**src/temp_irq_pkg.sv**
```systemverilog
package temp_irq_pkg;
   // register byte offsets (APB, one aligned word each)
   localparam logic [7:0] STATUS_TWO_OFF   = 8'h08;
   localparam logic [7:0] MASK_TWO_OFF     = 8'h10;
   localparam logic [7:0] LIMITS_OFF       = 8'h14;
   localparam logic [7:0] TEMP_OFF         = 8'h18;
   localparam logic [7:0] IRQ_MASK_OFF     = 8'h1C;
   // printed register indices
   localparam logic [7:0] STATUS_TWO_IDX   = 8'h02;
   localparam logic [7:0] MASK_TWO_IDX     = 8'h04;
   // field positions
   localparam int ALARM_BIT                = 5;
   localparam int HOT_BIT                  = 0;
   localparam int ALARM_MODE_BIT           = 7;
   localparam int HOT_MODE_BIT             = 6;
   // reset values
   localparam logic [7:0] MASK_TWO_RST     = 8'h00;
   localparam logic [7:0] ALARM_LIMIT_RST  = 8'h50;
   localparam logic [7:0] HOT_LIMIT_RST    = 8'h46;
   localparam logic [7:0] HYST_LIMIT_RST   = 8'h3C;
   localparam logic [1:0] IRQ_MASK_RST     = 2'h0;
   // conversion period
   localparam int CONV_TIME_US             = 10;
   localparam int CLK_MHZ                  = 50;
   localparam int CONV_CYCLES              = CONV_TIME_US * CLK_MHZ;
endpackage

```
**src/temp_limit_interrupt_modes.sv**
```systemverilog
`timescale 1ns/1ps
`default_nettype none
module temp_limit_interrupt_modes (
   input  wire logic        CLK,
   input  wire logic        RST,
   input  wire logic        PSEL,
   input  wire logic        PENABLE,
   input  wire logic        PWRITE,
   input  wire logic [7:0]  PADDR,
   input  wire logic [31:0] PWDATA,
   output logic      [31:0] PRDATA,
   output logic             PREADY,
   output logic             PSLVERR,
   output logic             INT_N,
   output logic             IRQ
);
   typedef struct packed {
      logic [7:0]  mask_two;
      logic [7:0]  alarm_limit;
      logic [7:0]  hot_limit;
      logic [7:0]  hyst_limit;
      logic [7:0]  temp;
      logic [1:0]  irq_mask;
      logic [1:0]  irq_status;
      logic        alarm_flag;
      logic        hot_flag;
      logic        alarm_tripped;
      logic        hot_tripped;
      logic [15:0] conv_cnt;
      logic        conv_done;
      logic [31:0] prdata;
      logic        pready;
      logic        pslverr;
      logic        int_n;
      logic        irq;
   } state_t;

   state_t s_reg;
   state_t s_next;

   // one comparison: returns {set_flag, tripped_next}
   function automatic logic [1:0] eval_limit(input logic oneshot, input logic tripped,
                                             input logic [7:0] t, input logic [7:0] lim,
                                             input logic [7:0] hyst);
      logic above;
      logic below;
      logic [1:0] r;
      above = (t > lim);
      below = (t < hyst);
      r = {1'b0, tripped};
      if (above && !tripped) begin
         r = 2'b11;
      end else if (below && tripped) begin
         r = {oneshot, 1'b0};
      end else if (tripped && !oneshot) begin
         r = 2'b11;
      end
      return r;
   endfunction

   logic       access;
   logic       rd_status;
   logic [1:0] a_res;
   logic [1:0] h_res;
   logic [7:0] status_two;

   assign access     = PSEL && PENABLE && !s_reg.pready;
   assign rd_status  = access && !PWRITE && (PADDR == temp_irq_pkg::STATUS_TWO_OFF);
   assign a_res      = eval_limit(s_reg.mask_two[temp_irq_pkg::ALARM_MODE_BIT], s_reg.alarm_tripped,
                                  s_reg.temp, s_reg.alarm_limit, s_reg.hyst_limit);
   assign h_res      = eval_limit(s_reg.mask_two[temp_irq_pkg::HOT_MODE_BIT], s_reg.hot_tripped,
                                  s_reg.temp, s_reg.hot_limit, s_reg.hyst_limit);

   always_comb begin
      status_two = 8'h00;
      status_two[temp_irq_pkg::ALARM_BIT] = s_reg.alarm_flag;
      status_two[temp_irq_pkg::HOT_BIT]   = s_reg.hot_flag;
   end

   always_comb begin
      s_next = s_reg;
      s_next.pready  = access;
      s_next.pslverr = 1'b0;
      s_next.conv_done = 1'b0;
      if (s_reg.conv_cnt == 16'(temp_irq_pkg::CONV_CYCLES - 1)) begin
         s_next.conv_cnt  = 16'h0000;
         s_next.conv_done = 1'b1;
      end else begin
         s_next.conv_cnt = s_reg.conv_cnt + 16'h0001;
      end
      if (rd_status) begin
         s_next.alarm_flag = 1'b0;
         s_next.hot_flag   = 1'b0;
      end
      if (access) begin
         s_next.prdata = 32'h0000_0000;
         if (PWRITE) begin
            case (PADDR)
               temp_irq_pkg::MASK_TWO_OFF: s_next.mask_two = PWDATA[7:0];
               temp_irq_pkg::LIMITS_OFF: begin
                  s_next.alarm_limit = PWDATA[7:0];
                  s_next.hot_limit   = PWDATA[15:8];
                  s_next.hyst_limit  = PWDATA[23:16];
               end
               temp_irq_pkg::TEMP_OFF: s_next.temp = PWDATA[7:0];
               temp_irq_pkg::IRQ_MASK_OFF: s_next.irq_mask = PWDATA[1:0];
               temp_irq_pkg::STATUS_TWO_OFF: ;
               default: s_next.pslverr = 1'b1;
            endcase
         end else begin
            case (PADDR)
               temp_irq_pkg::STATUS_TWO_OFF: s_next.prdata = {24'h000000, status_two};
               temp_irq_pkg::MASK_TWO_OFF: s_next.prdata = {24'h000000, s_reg.mask_two};
               temp_irq_pkg::LIMITS_OFF: s_next.prdata = {8'h00, s_reg.hyst_limit, s_reg.hot_limit,
                                                          s_reg.alarm_limit};
               temp_irq_pkg::TEMP_OFF: s_next.prdata = {24'h000000, s_reg.temp};
               temp_irq_pkg::IRQ_MASK_OFF: begin
                  s_next.prdata = {28'h0000000, s_reg.irq_mask, s_reg.irq_status};
                  s_next.irq_status = 2'b00;
               end
               default: s_next.pslverr = 1'b1;
            endcase
         end
      end
      // evaluation only at conversion end; set wins over read clear
      if (s_reg.conv_done) begin
         s_next.alarm_tripped = a_res[0];
         s_next.hot_tripped   = h_res[0];
         if (a_res[1]) begin
            s_next.alarm_flag = 1'b1;
            s_next.irq_status[1] = 1'b1;
         end
         if (h_res[1]) begin
            s_next.hot_flag = 1'b1;
            s_next.irq_status[0] = 1'b1;
         end
      end
      s_next.int_n = !((s_next.alarm_flag && !s_next.mask_two[temp_irq_pkg::ALARM_BIT]) ||
                       (s_next.hot_flag && !s_next.mask_two[temp_irq_pkg::HOT_BIT]));
      s_next.irq = |(s_next.irq_status & ~s_next.irq_mask);
   end

   always_ff @(posedge CLK) begin
      if (RST) begin
         s_reg <= '0;
         s_reg.mask_two    <= temp_irq_pkg::MASK_TWO_RST;
         s_reg.alarm_limit <= temp_irq_pkg::ALARM_LIMIT_RST;
         s_reg.hot_limit   <= temp_irq_pkg::HOT_LIMIT_RST;
         s_reg.hyst_limit  <= temp_irq_pkg::HYST_LIMIT_RST;
         s_reg.irq_mask    <= temp_irq_pkg::IRQ_MASK_RST;
         s_reg.int_n       <= 1'b1;
      end else begin
         s_reg <= s_next;
      end
   end

   assign PRDATA  = s_reg.prdata;
   assign PREADY  = s_reg.pready;
   assign PSLVERR = s_reg.pslverr;
   assign INT_N   = s_reg.int_n;
   assign IRQ     = s_reg.irq;
endmodule
`default_nettype wire

```
**config.mk**
```make
export PLATFORM = sky130hd
export DESIGN_NAME = temp_limit_interrupt_modes
export DESIGN_NICKNAME = d
export VERILOG_FILES = /design/src/temp_irq_pkg.sv /design/src/temp_limit_interrupt_modes.sv
export SDC_FILE = /design/constraint.sdc
export NUM_CORES = 1
export LEC_CHECK = 0
export ABC_AREA = 0
export BUFFER_PORTS_ARGS = -buffer_cell sky130_fd_sc_hd__buf_2
export CELL_PAD_IN_SITES_DETAIL_PLACEMENT = 2
export CELL_PAD_IN_SITES_GLOBAL_PLACEMENT = 2
export CORE_MARGIN = 1
export CORE_UTILIZATION = 36
export DETAILED_ROUTE_END_ITERATION = 10
export GPL_ROUTABILITY_DRIVEN = 0
export PLACE_DENSITY = 0.95
export SLEW_MARGIN = 20
export SYNTH_ARGS = -nofsm -noshare
export SYNTH_HDL_FRONTEND = slang
export SYNTH_SLANG_ARGS = --single-unit
export TNS_END_PERCENT = 30
```
**constraint.sdc**
```tcl
create_clock -name CLK -period 5.35 [get_ports CLK]
set_input_delay 0 -clock CLK [delete_from_list [all_inputs] [get_ports CLK]]
set_output_delay 0 -clock CLK [all_outputs]
set_load 0.1 [all_outputs]
```
# Word-level counts from Yosys, hierarchy flattened
# Cells that the tools add are included.
dict set report totals {
  out_inout_bits 36
  register_bits 101
  wordCells 89
}
dict set report classes {
  n_eq_ne 6
  mux 24
  bitwise 3
  n_lt_le_gt_ge 3
  n_reduce_logical 33
  add_sub_neg 1
}
# operator n
set ops {}
lappend ops {{case mux 24 bit (5 select lines)} 1}
lappend ops {{two-way mux 24 bit} 2}
lappend ops {{two-way mux 42 bit} 1}
lappend ops {{two-way mux 40 bit} 1}
lappend ops {{equality test 8 x 5 -> 1 bit, second input constant} 4}
lappend ops {{two-way mux 2 bit} 10}
lappend ops {{adder 16 x 1 -> 16 bit, second input constant} 1}
lappend ops {{equality test 16 x 9 -> 1 bit, second input constant} 1}
lappend ops {{greater-than comparator 8 bit} 2}
lappend ops {{logical AND 1 bit} 12}
lappend ops {{two-way mux 6 bit} 2}
lappend ops {{zero test 1 bit} 9}
lappend ops {{AND reduction 3 bit} 3}
lappend ops {{equality test 8 x 4 -> 1 bit, second input constant} 1}
lappend ops {{< comparator 8 bit} 1}
lappend ops {{two-way mux 8 bit} 1}
lappend ops {{two-way mux 1 bit} 6}
lappend ops {{nonzero test 3 bit} 2}
lappend ops {{OR reduction 2 bit} 3}
lappend ops {{OR reduction 5 bit} 1}
lappend ops {{AND reduction 2 bit} 2}
lappend ops {{AND 2 bit} 1}
lappend ops {{inverter 2 bit} 1}
lappend ops {{logical OR 1 bit} 1}
lappend ops {{inverter 1 bit} 1}

# Longest topological paths before layout
dict set report depth {
  word_depth 10
  mapped_depth 8
}

# Worst setup path after synthesis
# OpenSTA, ideal clock, no wires.
dict set report synth_timing {
  path_kind {flip-flop to flip-flop}
  start {reg s_reg (netlist bit PREADY)}
  end {reg s_reg (netlist bit INT_N)}
  setup_ns 0.122
  arrival_time_ns 2.483
  path_stages_with_launch 6
  setup_slack_ns 2.745
  path_buffers 0
  cell_sequence {dfxtp_1 -> nand3b_2 -> nand3b_4 -> nor4_4 -> mux2_4 -> o32a_1}
}
dict set report synth_via {
  elab_chain_len 10
}
# item line
set synth_rtl {}
lappend synth_rtl {{start: declaration} temp_limit_interrupt_modes.sv:38} ;# state_t s_reg;
lappend synth_rtl {{start signal: assignment} temp_limit_interrupt_modes.sv:153} ;# s_reg <= s_next;
lappend synth_rtl {{zero test 1 bit (*)} temp_limit_interrupt_modes.sv:67} ;# assign access = PSEL && PENABLE && !s_reg.pready;
lappend synth_rtl {{logical AND 1 bit (*)} temp_limit_interrupt_modes.sv:67}
lappend synth_rtl {{logical AND 1 bit (2 in series)} temp_limit_interrupt_modes.sv:68} ;# assign rd_status = access && !PWRITE && (PADDR == temp_irq_pkg::STATUS_TWO_OFF);
lappend synth_rtl {{two-way mux 2 bit} temp_limit_interrupt_modes.sv:91} ;# if (rd_status) begin
lappend synth_rtl {{two-way mux 1 bit, on equally long branches} {temp_limit_interrupt_modes.sv:129, temp_limit_interrupt_modes.sv:133}}
lappend synth_rtl {{two-way mux 6 bit} temp_limit_interrupt_modes.sv:126} ;# if (s_reg.conv_done) begin
lappend synth_rtl {{logical AND 1 bit, on equally long branches} {temp_limit_interrupt_modes.sv:138, temp_limit_interrupt_modes.sv:139}}
lappend synth_rtl {{logical OR 1 bit (*)} temp_limit_interrupt_modes.sv:138} ;# s_next.int_n = !((s_next.alarm_flag && !s_next.mask_two[temp_irq_pkg::ALARM_BIT]) ||
lappend synth_rtl {{zero test 1 bit (*)} temp_limit_interrupt_modes.sv:138}
# Every way passes the cells marked *; elsewhere a longest branch is shown, timed or not.
# A chain may end at the register's enable or synchronous reset.

# Final worst setup path
dict set report layout_timing {
  start {reg s_reg (netlist bit PREADY)}
  end {reg s_reg (netlist bit PRDATA[16])}
}
dict set report layout_via {
  elab_chain_len 2
}
# item line
set layout_rtl {}
lappend layout_rtl {{zero test 1 bit} temp_limit_interrupt_modes.sv:67}
lappend layout_rtl {{logical AND 1 bit} temp_limit_interrupt_modes.sv:67}
# Every way passes these cells.

==> impl_metrics.tcl <==
set metrics [dict create \
    hpwlAfterDp_mm 10.4 \
    groute.usage.overall_pct 28.1 \
    synth_top_cells_by_count "dfxtp_1, nor2_1, nand2_1" \
    hold-worst-slack_ns 0.0716 \
    synth.top_cell.area_share_pct 40.8 \
    critPathTopFamily "simple AND/OR/NAND/NOR gates" \
    layout-drive-gt1-share_pct 16.0 \
    timing.final.max_slew_violations 0 \
    critical_path.reg2reg.startpoint "PREADY$_SDFF_PP0_" \
    route.final.wire_length_mm 17.4 \
    grt_pass1_wl_mm 27.2 \
    r2r-end "PRDATA[16]$_SDFFE_PP0P_" \
    drt_first_iter_violations 283 \
    vias_per_cell 5.58 \
    final_period_minus_worst_setup_slack_ns 3.18 \
    critPathSlowestCell "and3b_1" \
    cp.required_ns 5.63 \
    synth-warning-count 0 \
    route.detailed.wl_per_inst_um 23.0 \
    power_density_nw_per_um2 284 \
    max_cap_violations 0 \
    die_height_um 115 \
    synth.lib_cells_used.distinct 47 \
    total_power_w 0.00153 \
    post_synth_instance_area_um2 4570 \
    timing.hold.worst_path_depth 3 \
    final_core_utilization_pct 44.0 \
    core.rowCount 40 \
    antenna_cells 0 \
    path_buf_inv 0 \
    remaining_max_slew_budget_at_the_tightest_pin_pct 39.7 \
    via_total_after_detailed_routing 4210 \
    synth.ff_latch_count 93 \
    synth_flop_cell "dfxtp_1" \
    outcome "complete, no violations" \
    setup-tns-final_ns 0 \
    grt_pass1_vias 4753 \
    reg2reg_setup_slack_ns 2.17 \
    sequential_area_share_after_synthesis_pct 40.8 \
    largest_register_ff_count 65 \
    die_outline_area_um2 13100 \
    synth.most_common_cell "dfxtp_1" \
    finalClockSkew_ns 0.0131 \
    ir_worst_vdd_mv 0.135 \
    clock_tree_from_tritoncts "built" \
    drc 0 \
    post_cts_buffers 0 \
    drt.antenna.violating_nets 0 \
    worst_slew_pin_slew_ns 0.898 \
    synth_async_sr_flop_share_pct 0 \
    synthCells 530 \
    initial_antenna_violation_count 0 \
    avgSynthCellArea_um2 8.62 \
    holdPathEnd "PSLVERR$_SDFF_PP0_" \
    pleak_nw 2.24 \
    critical_path.startpoint_type "register" \
    synth_enable_flop_cells 0 \
    number_of_nets_in_the_final_layout 651 \
    number_of_buffers_inserted_during_clock_tree_synthesis 9 \
    cell_count_after_placement 714 \
    grt_start_max_net_pins 81 \
    hold_viol 0 \
    grt_setup_unrepaired "no" \
    worst_setup_path_startpoint "PREADY$_SDFF_PP0_" \
    clk_transition_reported_paths_ns 0.07 \
    layout.cells.non_filler 755 \
    clk_root_buffer_cell "clkbuf_16" \
    endpoint_kind "register" \
    number_of_port_buffers 64 \
    grt_remaining_overflow 0 \
    core_region_area_um2 12200 \
    worst_skew_pair.late_latency_ns 0.37 \
    htreeDepth 3 \
    crit_chain "nand3b_2 -> nand3b_4 -> nor3_2 -> and3b_1 -> a22oi_1 -> nor2_1" \
    report.final.setup_viol 0 \
    hold_path_class "in2reg" \
    biggest_fanout_along_the_worst_timing_path 27 \
    largest_stage_delay_on_the_critical_path_ns 0.76 \
    synth.top_cells.by_area "dfxtp_1, ha_1, nor2_1" \
    maxClockFrequency_mhz 314 \
    min_period_over_period_pct 59.5 \
    tritoncts_num_sinks 93 \
    hp-start "PADDR[6]" \
    final.fill_count 1402 \
    critPathArrivalTime_ns 3.46 \
    fp.dieW_um 115 \
    synth_largest_area_cell "dfxtp_1" \
    detailedRoute.firstPassIterationCount 4 \
    areaGrowthSynthToFinish_pct 17.7 \
    boundaryPins 81 \
    worstSetupPathType "reg2reg" \
    ff2ff_path_depth 6 \
    clockBufferDepth 2 \
    initial_core_util_pct 37.4 \
]
area by class of cell:
cell class                      count  area, µm²  area share [%]
Multi-Input combinational cell    354       2260            42.0
Clock buffer                       12        256            4.77
Inverter                           31        116            2.16
Timing Repair Buffer               93        601            11.2
Sequential cell                    93       1860            34.6
Tap cell                          168        210            3.91
Clock inverter                      4       70.1            1.30
cell families after synthesis:
family                     share of synthesized area [%]
DFF                                                 40.8
AOI/OAI and AO/OA                                   13.7
adders and majority gates                           6.58
and+or+nand+nor                                     20.0
xor gates and xnor gates                            2.68
muxes                                               5.84
other                                             0.0821
buffers and inverters                               10.3
cells in the final DEF, fill, tap and decap left out, types with 2 or more instances in the layout:
cell type / Yosys / final
a211o_1: 7 / 7
a211oi_1: 4 / 4
a21oi_1: 34 / 34
a22oi_1: 23 / 23
a31oi_1: 2 / 2
and3_1: 7 / 7
and3b_1: 2 / 2
buf_2: 5 / 64
buf_4: 34 / 4
bufinv_16: 0 / 2
clkbuf_16: 0 / 9
clkbuf_8: 0 / 2
clkinv_2: 0 / 2
conb_1: 1 / 8
dfxtp_1: 93 / 93
dlygate4sd3_1: 0 / 25
ha_1: 24 / 24
inv_1: 31 / 31
mux2i_1: 15 / 15
mux4_2: 4 / 4
nand2_1: 60 / 60
nand2b_1: 7 / 7
nand3_1: 14 / 14
nand3b_1: 3 / 3
nand4_1: 9 / 9
nand4b_1: 2 / 2
nor2_1: 72 / 72
nor2b_1: 4 / 4
nor3_1: 3 / 3
nor4_4: 2 / 2
o211a_1: 2 / 2
o211ai_1: 2 / 2
o21ai_0: 13 / 13
o311ai_0: 2 / 2
o32ai_1: 2 / 2
xnor2_1: 5 / 5
xor2_1: 9 / 9
worst max-delay path by stage:
stage | endpoint | cells past startpoint
finish | PRDATA[16]$_SDFFE_PP0P_ | 6
global route | PRDATA[16]$_SDFFE_PP0P_ | 6
detailed placement | s_reg[84]$_SDFFE_PP0P_ | 8
floorplan | INT_N$_SDFF_PP1_ | 5
global placement | s_reg[80]$_SDFFE_PP0P_ | 8
CTS | s_reg[84]$_SDFFE_PP0P_ | 8
worst register-to-register path, cell delays in order (launching register included):
cell and delay [ns]:
dfxtp_1 0.31, nand3b_2 0.62, nand3b_4 0.41, nor3_2 0.58, and3b_1 0.76, a22oi_1 0.19
nor2_1 0.23
metrics by stage:
| stage | worst slack, ns | cell area, µm² |
|---|---|---|
| 6_report | 2.17 | 5380 |
| 5_1_grt | 1.98 | 5380 |
| 4_1_cts | 2.21 | 5380 |
| 3_5_place_dp | 2.33 | 4800 |
| 3_3_place_gp | 2.51 | 4800 |
| 2_1_floorplan | 2.74 | 4590 |
metal layers:
metal,wire length [µm],global-route usage [%]
met5,0,0
met4,928,17.3
met3,961,6.67
met2,8970,50.1
met1,6500,29.8
repair_timing:
| item | 4_1_cts | 5_1_grt |
|---|---|---|
| hold buffers | 25 | 0 |
| gates resized for setup | 0 | 0 |
| endpoints found under the setup margin | 0 | 0 |
| endpoints found under the hold margin | 38 | 0 |
report_power, final:
part           leakage (nW)  switching, W  internal, W  total (W)
combinational          1.33     0.0000708    0.0000314   0.000102
sequential            0.750    0.00000187     0.000695   0.000696
clock                 0.163      0.000295     0.000434   0.000729
total                  2.24      0.000367      0.00116    0.00153
(Power assumes the default switching activity.)
